## src/adcr_pkg.sv

```systemverilog
// register map, field positions and reset values of the converter control block
package adcr_pkg;

  // ----------------------------------------------------------------------------
  // register byte offsets
  // ----------------------------------------------------------------------------
  localparam logic [7:0] ADCR_OFF_RES_LOW   = 8'h00;
  localparam logic [7:0] ADCR_OFF_RES_HIGH  = 8'h04;
  localparam logic [7:0] ADCR_OFF_CTRL_A    = 8'h08;
  localparam logic [7:0] ADCR_OFF_CTRL_B    = 8'h0C;
  localparam logic [7:0] ADCR_OFF_REF_CTRL  = 8'h10;
  localparam logic [7:0] ADCR_OFF_BANDGAP   = 8'h14;

  // ----------------------------------------------------------------------------
  // field positions
  // ----------------------------------------------------------------------------
  localparam int ADCR_A_START   = 7;
  localparam int ADCR_A_BUSY    = 6;
  localparam int ADCR_A_ENABLE  = 5;
  localparam int ADCR_A_JUSTIFY = 4;
  localparam int ADCR_A_CH_LSB  = 0;
  localparam int ADCR_B_SRC_LSB = 4;
  localparam int ADCR_B_DIV_LSB = 0;
  localparam int ADCR_R_AMP_EN  = 7;
  localparam int ADCR_R_AMP_IN  = 4;
  localparam int ADCR_R_REF_LSB = 2;
  localparam int ADCR_R_GAIN_LSB = 0;
  localparam int ADCR_G_BG_EN   = 0;

  // ----------------------------------------------------------------------------
  // reset values
  // ----------------------------------------------------------------------------
  localparam logic [7:0]  ADCR_RST_CTRL_A  = 8'h00;
  localparam logic [7:0]  ADCR_RST_CTRL_B  = 8'h00;
  localparam logic [7:0]  ADCR_RST_REF     = 8'h00;
  localparam logic [7:0]  ADCR_RST_BANDGAP = 8'h00;
  localparam logic [11:0] ADCR_RST_RESULT  = 12'h000;

  // ----------------------------------------------------------------------------
  // codes and counts
  // ----------------------------------------------------------------------------
  localparam int ADCR_CHANNELS     = 9;
  localparam logic [3:0] ADCR_CH_HOLE  = 4'h2;
  localparam int ADCR_CONV_TICKS   = 16;
  localparam int ADCR_DIV_MAX_LOG2 = 7;

  typedef enum logic [1:0] {
    ADCR_ST_IDLE = 2'b01,
    ADCR_ST_CONV = 2'b10
  } adcr_state_e;

  typedef enum logic [1:0] {
    ADCR_PATH_EXT   = 2'b00,
    ADCR_PATH_INT   = 2'b01,
    ADCR_PATH_GND   = 2'b10
  } adcr_path_e;

endpackage

```

## src/adcr_top.sv

```systemverilog
// converter control: apb register file, start/busy sequencer and analog routing
`timescale 1ns/1ps
// Function
// left or right justify result by format bit
// unused result bits read as zero
// results held while converter disabled
// start bit high then low starts conversion
// busy set when start sequence completes
// busy cleared when conversion finishes
// busy bit read only, writes ignored
// enable bit zero powers converter down
// channel codes 0,1,3..8 select inputs
// other channel codes leave input floating
// source codes 0000,0100,11xx use external path
// source codes select supply or amplifier fractions
// source codes 10xx ground converter input
// internal source disconnects external channel path
// conversion clock is system clock over 2^code
// analog pins lose digital function and pull-high
// bandgap enable in bit 0 own register
// reference select supply, pin or amplifier
// two-bit amplifier gain selection
// amplifier enable bit 7, input bit 4
// result latched as busy clears, length parameter
// result writes ignored, unused bits zero
module adcr_top
  import adcr_pkg::*;
#(
  parameter int CONV_TICKS = adcr_pkg::ADCR_CONV_TICKS
) (
  input  wire logic        pclk,
  input  wire logic        presetn,
  input  wire logic        psel,
  input  wire logic        penable,
  input  wire logic        pwrite,
  input  wire logic [31:0] paddr,
  input  wire logic [31:0] pwdata,
  input  wire logic [3:0]  pstrb,
  output logic      [31:0] prdata,
  output logic             pready,
  output logic             pslverr,
  input  wire logic [11:0] conv_data,
  input  wire logic [8:0]  pin_analog_assign,
  output logic      [8:0]  ext_analog_input,
  output logic      [1:0]  input_path,
  output logic      [2:0]  internal_sel,
  output logic             converter_enable,
  output logic             conv_clock_tick,
  output logic             conversion_busy,
  output logic      [1:0]  reference_sel,
  output logic      [1:0]  ref_amp_gain,
  output logic             ref_amp_enable,
  output logic             ref_amp_input_sel,
  output logic             bandgap_enable,
  output logic      [8:0]  pin_digital_off,
  output logic      [8:0]  pin_pullhigh_off
);
  import adcr_pkg::*;

  if (CONV_TICKS < 1 || CONV_TICKS > 255) begin : g_bad_ticks
    $error("CONV_TICKS out of range 1..255");
  end

  // ----------------------------------------------------------------------------
  // register storage
  // ----------------------------------------------------------------------------
  logic              start_q;
  logic              start_prev_q;
  logic              busy_q;
  logic              en_q;
  logic              justify_q;
  logic [3:0]        ch_q;
  logic [3:0]        src_q;
  logic [2:0]        div_q;
  logic [7:0]        ref_ctrl_q;
  logic              bg_en_q;
  logic [11:0]       result_q;
  adcr_state_e       state_q;
  logic [6:0]        div_cnt_q;
  logic [7:0]        tick_cnt_q;
  logic              tick_q;

  logic              setup;
  logic              wr_en;
  logic [7:0]        addr;
  logic              start_seq;
  logic              tick;
  logic              conv_done;
  logic [7:0]        res_low;
  logic [7:0]        res_high;
  logic [7:0]        rd_byte;
  logic              rd_hit;

  assign setup     = psel & ~penable;
  assign addr      = paddr[7:0];
  // unmapped addresses answer with an error and store nothing
  assign wr_en     = psel & penable & pready & pwrite & pstrb[0] & rd_hit;
  assign start_seq = start_prev_q & ~start_q & en_q;

  // ----------------------------------------------------------------------------
  // control register writes
  // ----------------------------------------------------------------------------
  always_ff @(posedge pclk or negedge presetn) begin
    if (!presetn) begin
      start_q   <= ADCR_RST_CTRL_A[ADCR_A_START];
      en_q      <= ADCR_RST_CTRL_A[ADCR_A_ENABLE];
      justify_q <= ADCR_RST_CTRL_A[ADCR_A_JUSTIFY];
      ch_q      <= ADCR_RST_CTRL_A[ADCR_A_CH_LSB +: 4];
    end else if (wr_en && addr == ADCR_OFF_CTRL_A) begin
      // busy position deliberately not stored
      start_q   <= pwdata[ADCR_A_START];
      en_q      <= pwdata[ADCR_A_ENABLE];
      justify_q <= pwdata[ADCR_A_JUSTIFY];
      ch_q      <= pwdata[ADCR_A_CH_LSB +: 4];
    end
  end

  always_ff @(posedge pclk or negedge presetn) begin
    if (!presetn) begin
      src_q <= ADCR_RST_CTRL_B[ADCR_B_SRC_LSB +: 4];
      div_q <= ADCR_RST_CTRL_B[ADCR_B_DIV_LSB +: 3];
    end else if (wr_en && addr == ADCR_OFF_CTRL_B) begin
      src_q <= pwdata[ADCR_B_SRC_LSB +: 4];
      div_q <= pwdata[ADCR_B_DIV_LSB +: 3];
    end
  end

  always_ff @(posedge pclk or negedge presetn) begin
    if (!presetn) begin
      ref_ctrl_q <= ADCR_RST_REF;
    end else if (wr_en && addr == ADCR_OFF_REF_CTRL) begin
      ref_ctrl_q <= pwdata[7:0] & 8'h9F;
    end
  end

  always_ff @(posedge pclk or negedge presetn) begin
    if (!presetn) begin
      bg_en_q <= ADCR_RST_BANDGAP[ADCR_G_BG_EN];
    end else if (wr_en && addr == ADCR_OFF_BANDGAP) begin
      bg_en_q <= pwdata[ADCR_G_BG_EN];
    end
  end

  always_ff @(posedge pclk or negedge presetn) begin
    if (!presetn) begin
      start_prev_q <= 1'b0;
    end else begin
      start_prev_q <= start_q;
    end
  end

  // ----------------------------------------------------------------------------
  // conversion clock divider
  // ----------------------------------------------------------------------------
  // compare as at-or-above so a divider shrunk mid conversion cannot wrap the count
  assign tick = (div_cnt_q >= 7'((8'h01 << div_q) - 8'h01));

  always_ff @(posedge pclk or negedge presetn) begin
    if (!presetn) begin
      div_cnt_q <= 7'h00;
    end else if (state_q != ADCR_ST_CONV || tick) begin
      div_cnt_q <= 7'h00;
    end else begin
      div_cnt_q <= div_cnt_q + 7'h01;
    end
  end

  always_ff @(posedge pclk or negedge presetn) begin
    if (!presetn) begin
      tick_q <= 1'b0;
    end else begin
      tick_q <= tick & (state_q == ADCR_ST_CONV);
    end
  end

  // ----------------------------------------------------------------------------
  // sequencer
  // ----------------------------------------------------------------------------
  assign conv_done = (state_q == ADCR_ST_CONV) && tick
                     && (tick_cnt_q == 8'(CONV_TICKS - 1));

  always_ff @(posedge pclk or negedge presetn) begin
    if (!presetn) begin
      state_q    <= ADCR_ST_IDLE;
      busy_q     <= 1'b0;
      tick_cnt_q <= 8'h00;
    end else begin
      case (state_q)
        ADCR_ST_IDLE: begin
          tick_cnt_q <= 8'h00;
          if (start_seq) begin
            state_q <= ADCR_ST_CONV;
            busy_q  <= 1'b1;
          end
        end
        ADCR_ST_CONV: begin
          if (!en_q) begin
            // power down aborts the conversion
            state_q <= ADCR_ST_IDLE;
            busy_q  <= 1'b0;
          end else if (conv_done) begin
            state_q <= ADCR_ST_IDLE;
            busy_q  <= 1'b0;
          end else if (tick) begin
            tick_cnt_q <= tick_cnt_q + 8'h01;
          end
        end
        default: begin
          state_q <= ADCR_ST_IDLE;
          busy_q  <= 1'b0;
        end
      endcase
    end
  end

  // result only written at completion, never by the bus
  always_ff @(posedge pclk or negedge presetn) begin
    if (!presetn) begin
      result_q <= ADCR_RST_RESULT;
    end else if (conv_done && en_q) begin
      result_q <= conv_data;
    end
  end

  // ----------------------------------------------------------------------------
  // apb read path, one wait-free access phase
  // ----------------------------------------------------------------------------
  assign res_low  = justify_q ? result_q[7:0] : {result_q[3:0], 4'h0};
  assign res_high = justify_q ? {4'h0, result_q[11:8]} : result_q[11:4];

  always_comb begin
    rd_byte = 8'h00;
    rd_hit  = 1'b1;
    case (addr)
      ADCR_OFF_RES_LOW:  rd_byte = res_low;
      ADCR_OFF_RES_HIGH: rd_byte = res_high;
      ADCR_OFF_CTRL_A:   rd_byte = {start_q, busy_q, en_q, justify_q, ch_q};
      ADCR_OFF_CTRL_B:   rd_byte = {src_q, 1'b0, div_q};
      ADCR_OFF_REF_CTRL: rd_byte = ref_ctrl_q;
      ADCR_OFF_BANDGAP:  rd_byte = {7'h00, bg_en_q};
      default:           rd_hit  = 1'b0;
    endcase
    if (paddr[31:8] != 24'h00_0000 || paddr[1:0] != 2'b00) begin
      rd_hit = 1'b0;
    end
  end

  always_ff @(posedge pclk or negedge presetn) begin
    if (!presetn) begin
      pready  <= 1'b0;
      pslverr <= 1'b0;
      prdata  <= 32'h0000_0000;
    end else begin
      pready  <= setup;
      pslverr <= setup & ~rd_hit;
      prdata  <= (setup && !pwrite && rd_hit) ? {24'h00_0000, rd_byte} : 32'h0000_0000;
    end
  end

  // ----------------------------------------------------------------------------
  // analog routing
  // ----------------------------------------------------------------------------
  adcr_path_e path_d;
  logic [2:0] int_d;

  always_comb begin
    path_d = ADCR_PATH_EXT;
    int_d  = 3'b000;
    case (src_q)
      4'h1, 4'h2, 4'h3: begin
        path_d = ADCR_PATH_INT;
        int_d  = {1'b0, src_q[1:0]};
      end
      4'h5, 4'h6, 4'h7: begin
        path_d = ADCR_PATH_INT;
        int_d  = {1'b1, src_q[1:0]};
      end
      4'h8, 4'h9, 4'hA, 4'hB: path_d = ADCR_PATH_GND;
      default: path_d = ADCR_PATH_EXT;
    endcase
  end

  genvar gi;
  generate
    for (gi = 0; gi < ADCR_CHANNELS; gi++) begin : g_ch
      always_ff @(posedge pclk or negedge presetn) begin
        if (!presetn) begin
          ext_analog_input[gi] <= 1'b0;
        end else begin
          ext_analog_input[gi] <= (path_d == ADCR_PATH_EXT)
                                  && (ch_q == 4'(gi)) && (ch_q != ADCR_CH_HOLE);
        end
      end
    end
  endgenerate

  always_ff @(posedge pclk or negedge presetn) begin
    if (!presetn) begin
      input_path        <= ADCR_PATH_EXT;
      internal_sel      <= 3'b000;
      converter_enable  <= 1'b0;
      conv_clock_tick   <= 1'b0;
      conversion_busy   <= 1'b0;
      reference_sel     <= 2'b00;
      ref_amp_gain      <= 2'b00;
      ref_amp_enable    <= 1'b0;
      ref_amp_input_sel <= 1'b0;
      bandgap_enable    <= 1'b0;
      pin_digital_off   <= 9'h000;
      pin_pullhigh_off  <= 9'h000;
    end else begin
      input_path        <= path_d;
      internal_sel      <= int_d;
      converter_enable  <= en_q;
      conv_clock_tick   <= tick_q;
      conversion_busy   <= busy_q;
      reference_sel     <= ref_ctrl_q[ADCR_R_REF_LSB +: 2];
      ref_amp_gain      <= ref_ctrl_q[ADCR_R_GAIN_LSB +: 2];
      ref_amp_enable    <= ref_ctrl_q[ADCR_R_AMP_EN];
      ref_amp_input_sel <= ref_ctrl_q[ADCR_R_AMP_IN];
      bandgap_enable    <= bg_en_q;
      pin_digital_off   <= pin_analog_assign;
      pin_pullhigh_off  <= pin_analog_assign;
    end
  end
endmodule

```

## config.mk

```make
export PLATFORM = sky130hd
export DESIGN_NAME = adcr_top
export DESIGN_NICKNAME = d
export VERILOG_FILES = /design/src/adcr_pkg.sv /design/src/adcr_top.sv
export SDC_FILE = /design/constraint.sdc
export NUM_CORES = 1
export LEC_CHECK = 0
export ABC_AREA = 1
export BUFFER_PORTS_ARGS = -buffer_cell sky130_fd_sc_hd__buf_2
export CAP_MARGIN = 5
export CORE_UTILIZATION = 46
export DETAILED_ROUTE_END_ITERATION = 6
export GPL_ROUTABILITY_DRIVEN = 1
export PLACE_DENSITY = 0.75
export RECOVER_POWER = 25
export SETUP_SLACK_MARGIN = 0.5
export SKIP_LAST_GASP = 1
export SYNTH_ARGS = -nofsm -noshare
export SYNTH_HDL_FRONTEND = slang
export SYNTH_SLANG_ARGS = --single-unit
export TNS_END_PERCENT = 30
```

## constraint.sdc

```tcl
create_clock -name pclk -period 8.4 [get_ports pclk]
set_clock_uncertainty 0.2 [all_clocks]
set_input_delay 1.26 -clock pclk [delete_from_list [all_inputs] [get_ports pclk]]
set_output_delay 1.26 -clock pclk [all_outputs]
set_load 0.01 [all_outputs]
```

* After elaboration in Yosys (flattened, before gate mapping) *
Index checks and enable logic that the tools add are counted.

operators by class
  add/sub/neg operators = 3
  order comparisons = 1
  equality and inequality tests = 33
  shift-type cells = 1
  muxes and demuxes = 21
  bitwise gates (word level) = 13
  reduce and logical (&&, ||, !) cells = 43

operators by type and width
  cell                                                                 count
  8-bit 2-to-1 mux                                                     6
  8-bit case mux with 6 select lines                                   1
  4-bit by 3-bit == test with 1-bit output (second input constant)     7
  1-bit logical AND                                                    27
  8-bit by 4-bit == test with 1-bit output (second input constant)     3
  24-bit nonzero test                                                  1
  4-bit == test (second input constant)                                5
  4-bit by 2-bit == test with 1-bit output (second input constant)     4
  8-bit by 5-bit == test with 1-bit output (second input constant)     2
  8-bit case mux with 2 select lines                                   1
  6-bit OR reduction                                                   2
  1-bit AND                                                            10
  2-bit != test (second input constant)                                5
  8-bit by 1-bit adder with 8-bit output (second input constant)       1
  4-bit by 1-bit == test with 1-bit output (second input constant)     2
  8-bit by 3-bit == test with 1-bit output (second input constant)     1
  8-bit logical NOT                                                    1
  2-bit case mux with 2 select lines                                   2
  7-bit by 1-bit adder with 7-bit output (second input constant)       1
  7-bit >= comparator                                                  1
  7-bit 2-to-1 mux                                                     1
  1-bit by 3-bit left shift with 7-bit output (first input constant)   1
  7-bit by 1-bit subtractor with 7-bit output (second input constant)  1
  2-bit 2-to-1 mux                                                     3
  17 further kinds                                                     26

word-level totals
  flip-flop bits (word level) = 96
  input bits = 94
  output and inout bits = 76
  logic and storage cells = 153

* Depth between registers and ports, before layout *
  depth after elaboration = 8
  depth in mapped cells = 18
  depth with buffers taken out = 17

* Worst setup path after synthesis *
No wires, ideal clock.

  path kind = flip-flop to flip-flop
  start = register div_q[2]
  end = register tick_cnt_q[5]
  library setup time = 0.117 ns
  data arrival time = 2.375 ns
  required time = 8.083 ns
  path slack = 5.708 ns
  stages on the path, launching flop included = 19
  path buffers = 1
  period minus slack after synthesis = 2.692 ns
  path through = dfrtp_1 -> clkbuf_1 -> inv_1 -> nand2_1 -> ha_1 -> o21ai_0 -> a21oi_1 -> o22ai_1 -> ha_1 -> nand2_1 -> inv_1 -> a21oi_2 -> nand2_1 -> nand3_2 -> nand2_1 -> nand2_2 -> nand2_4 -> nand2_1 -> nand2_1

on the way
  longest elaborated chain between the ends = 7
  elaborated cells on any way between the ends = 8
  those cells by class = 1 x add/sub; 1 x order compare; 2 x eq/ne; 1 x shift; 3 x reduce/logical

RTL lines
  element                                          line             RTL
  from (decl)                                      adcr_top.sv:74   logic [2:0] div_q;
  from (signal assigned)                           adcr_top.sv:121  div_q <= ADCR_RST_CTRL_B[ADCR_B_DIV_LSB +: 3];
  from (signal assigned)                           adcr_top.sv:124  div_q <= pwdata[ADCR_B_DIV_LSB +: 3];
  1-bit by 3-bit left shift with 7-bit output (*)  adcr_top.sv:156  assign tick = (div_cnt_q >= 7'((8'h01 << div_q) - 8'h01));
  7-bit by 1-bit subtractor with 7-bit output (*)  adcr_top.sv:156
  7-bit >= comparator (*)                          adcr_top.sv:156
  1-bit logical AND                                adcr_top.sv:179  assign conv_done = (state_q == ADCR_ST_CONV) && tick
  1-bit logical AND                                adcr_top.sv:180  && (tick_cnt_q == 8'(CONV_TICKS - 1));
  2-bit != test (no source line)                   --
  4-bit AND reduction (no source line) (*)         --
  to (signal assigned)                             adcr_top.sv:205  tick_cnt_q <= tick_cnt_q + 8'h01;
  to (decl)                                        adcr_top.sv:80   logic [7:0] tick_cnt_q;

Mark *: on every way between the ends. The rest lies on a longest branch, timed or not.
A chain may end at the register's enable or synchronous reset.

==> impl_metrics.json <==
{
  "status": "finished, violations left",
  "violations": "capacitance limit, slew limit",
  "synth_warnings": 0,
  "p_leak_nw": 2.88,
  "p_int_w": 0.000592,
  "fillers": 923,
  "synth-seq-cells": 95,
  "pwr_density_cell_nw_per_um2": 143,
  "final_max_slew_viol_count": 40,
  "dieArea_um2": 10700,
  "wl_per_cell_um": 12.3,
  "critPathCapture": "src_q[0]",
  "crit_required_ps": 8630,
  "p_seq_share_pct": 59.0,
  "crit_path_cell_trace": "clkbuf_1, buf_4",
  "vias_per_cell": 4.74,
  "place_congestion": 0.821,
  "async_reset_ff_share_pct": 100,
  "synth_flop_cell": "dfrtp_1",
  "switching_power_w": 0.000189,
  "coreArea_um2": 9860,
  "max-slew-margin-rel_pct": -33.3,
  "tightestPinTransition_ps": 2000,
  "die_h_um": 103,
  "cts.sinks": 95,
  "synth_area_um2": 4730,
  "ys_seq_area_share_pct": 50.3,
  "layout-drive-gt1-share_pct": 27.3,
  "critPathKind": "in2async",
  "cts_setup_buffers": 0,
  "post-route-period-util_pct": 38.8,
  "ant_nets": 0,
  "multi_input_comb_area_um2": 1890,
  "tritoncts": "yes",
  "synth.area.top_cells": "dfrtp_1 (50%), nand2_1 (9.7%), buf_4 (5.7%), inv_1 (5.1%), nor2_1 (5.1%)",
  "timing.final.ws_setup_ps": 5140,
  "cts_made_buffers": 9,
  "synth_cell_types": 37,
  "grt_max_degree": 58,
  "slowest_stage": "clkbuf_1",
  "holdWs_ps": 180,
  "crit_cells": 2,
  "path_delay_family": "buffers and inverters",
  "min_path_type": "reg2reg",
  "clockBufferDepth": 2,
  "dp_slack_ps": 5180,
  "dpl_cell_area_um2": 5290,
  "hpwl_mm": 7.49,
  "finalWirelength_mm": 9.79,
  "cpPeakStageDelay_ps": 1410,
  "fin_setup_tns_ps": 0,
  "rsz0062_at_grt": "no",
  "dr.pass1.iters": 4,
  "critical_path_buf_inv_count": 2,
  "postLayoutCellArea_um2": 5460,
  "cts_resized": 0,
  "pin_count": 170,
  "setup_violations": 0,
  "start_util_pct": 47.9,
  "num_vias": 3788,
  "synth_common_cells": "nand2_1 (122), dfrtp_1 (94), inv_1 (64), nor2_1 (64), buf_4 (36)",
  "end_kind": "asynchronous set/reset pin",
  "hold_violations": 0,
  "synthCells": 547,
  "layout.nets": 765,
  "max-cap-violations": 1,
  "grt_overflow": 0,
  "yosysTopAreaCell": "dfrtp_1",
  "grt_antenna_before_repair": 0,
  "worstSetupStartpointType": "input port",
  "synth_top_area_share_pct": 49.7,
  "avgSynthCellArea_um2": 8.64,
  "cts_hold_buffers": 0,
  "grt_pass1_wl_mm": 16.2,
  "syn_to_final_growth_pct": 15.4,
  "synth_edf_count": 0,
  "clock_latency_ps": 360,
  "switching_share_pct": 24.2,
  "ir_worst_vdd_uv": 62.7,
  "grt_pass1_vias": 3539,
  "clock_power_share_pct": 34.7,
  "drc": 0,
  "row_count": 36,
  "r2r-start": "div_q[2]",
  "die_w_um": 103,
  "comb_power_share_pct": 6.3,
  "r2r-end": "result_q[3]",
  "grt.total_usage_pct": 20.0,
  "diodes": 0,
  "crit_start": "presetn",
  "drt_iter0_drc": 215,
  "reg2reg_depth": 15,
  "worst_ep_arrival_time_ps": 3490,
  "regArea_um2": 2380,
  "cts-root-buf": "clkbuf_8",
  "worstPathMaxFanout": 57,
  "final_core_util_pct": 55.3,
  "fmax_ghz": 0.307,
  "h-tree-depth": 3,
  "path_clk_slew_ps": 90,
  "yosysMostFrequentCell": "nand2_1",
  "port_buffers": 118,
  "min_period_ps": 3260,
  "rrSetupSlack_ps": 5170
}
==> worst min-delay path by stage <==
stage	start	endpoint	slack [ps]	cells past startpoint
3_3_place_gp	busy_q	conversion_busy	160	0
5_1_grt	tick_q	conv_clock_tick	200	0
3_5_place_dp	tick_q	conv_clock_tick	160	0
2_1_floorplan	tick_q	conv_clock_tick	130	0
6_report	tick_q	conv_clock_tick	180	0
4_1_cts	tick_q	conv_clock_tick	180	0
==> cell families (layout without fill, tap and decap cells) <==
logic type,Yosys count,after routing,synth area share (%)
compound gates,67,67,9.05
xor+xnor,4,4,0.741
fa+ha+maj,10,10,2.65
buf+inv,107,202,11.7
flops,95,95,50.3
other cells,1,25,0.0793
simple gates,263,263,25.5
==> power by group through the flow <==
stage / sequential (W) / combinational, W / clock [W]
detailed placement: 0.000470 / 0.0000503 / 0
global route: 0.000462 / 0.0000571 / 0.000302
CTS: 0.000461 / 0.0000504 / 0.000279
floorplan: 0.000472 / 0.0000268 / 0
finish: 0.000461 / 0.0000492 / 0.000271
global placement: 0.000470 / 0.0000495 / 0
==> layout by cell type (no fill, tap or decap), drive strengths merged, types with 10 or more instances in the layout <==
master	instances
nand2	127
buf	118
dfrtp	94
nor2	74
inv	67
o21ai	45
nand3	39
conb	25
a21oi	15
nor3	13
clkbuf	12
ha	10
==> sequential cells by signal, summed over array words and instances, names as in the netlist, 2 cells and up <==
name              count
ext_analog_input      9
ref_amp_gain          2
div_cnt_q             7
result_q             12
internal_sel          3
ch_q                  4
div_q                 3
pin_pullhigh_off      9
reference_sel         2
input_path            2
prdata                8
ref_ctrl_q            6
src_q                 4
tick_cnt_q            8
==> per-layer routing <==
| metal | wire [µm] | GRT usage (%) | share of wire [%] |
|---|---|---|---|
| met5 | 0 | 0 | 0 |
| met2 | 4640 | 32.6 | 47 |
| met1 | 4380 | 25.6 | 45 |
| met3 | 694 | 6.25 | 7.1 |
| met4 | 84 | 5.63 | 0.86 |
==> per-stage QoR <==
stage | std cells | total power (W)
5_1_grt | 799 | 0.000820
6_report | 799 | 0.000781
4_1_cts | 799 | 0.000790
3_3_place_gp | 783 | 0.000519
3_5_place_dp | 783 | 0.000520
2_1_floorplan | 571 | 0.000499
==> layout make-up <==
type,instances,area share [%]
tap,133,3.05
inverter,67,4.61
multi-input combinational,369,34.6
sequential,95,43.6
timing repair buffer,119,10.9
clock inverter,5,0.619
clock buffer,11,2.59
Note: power is estimated with default switching activity, not from simulation.
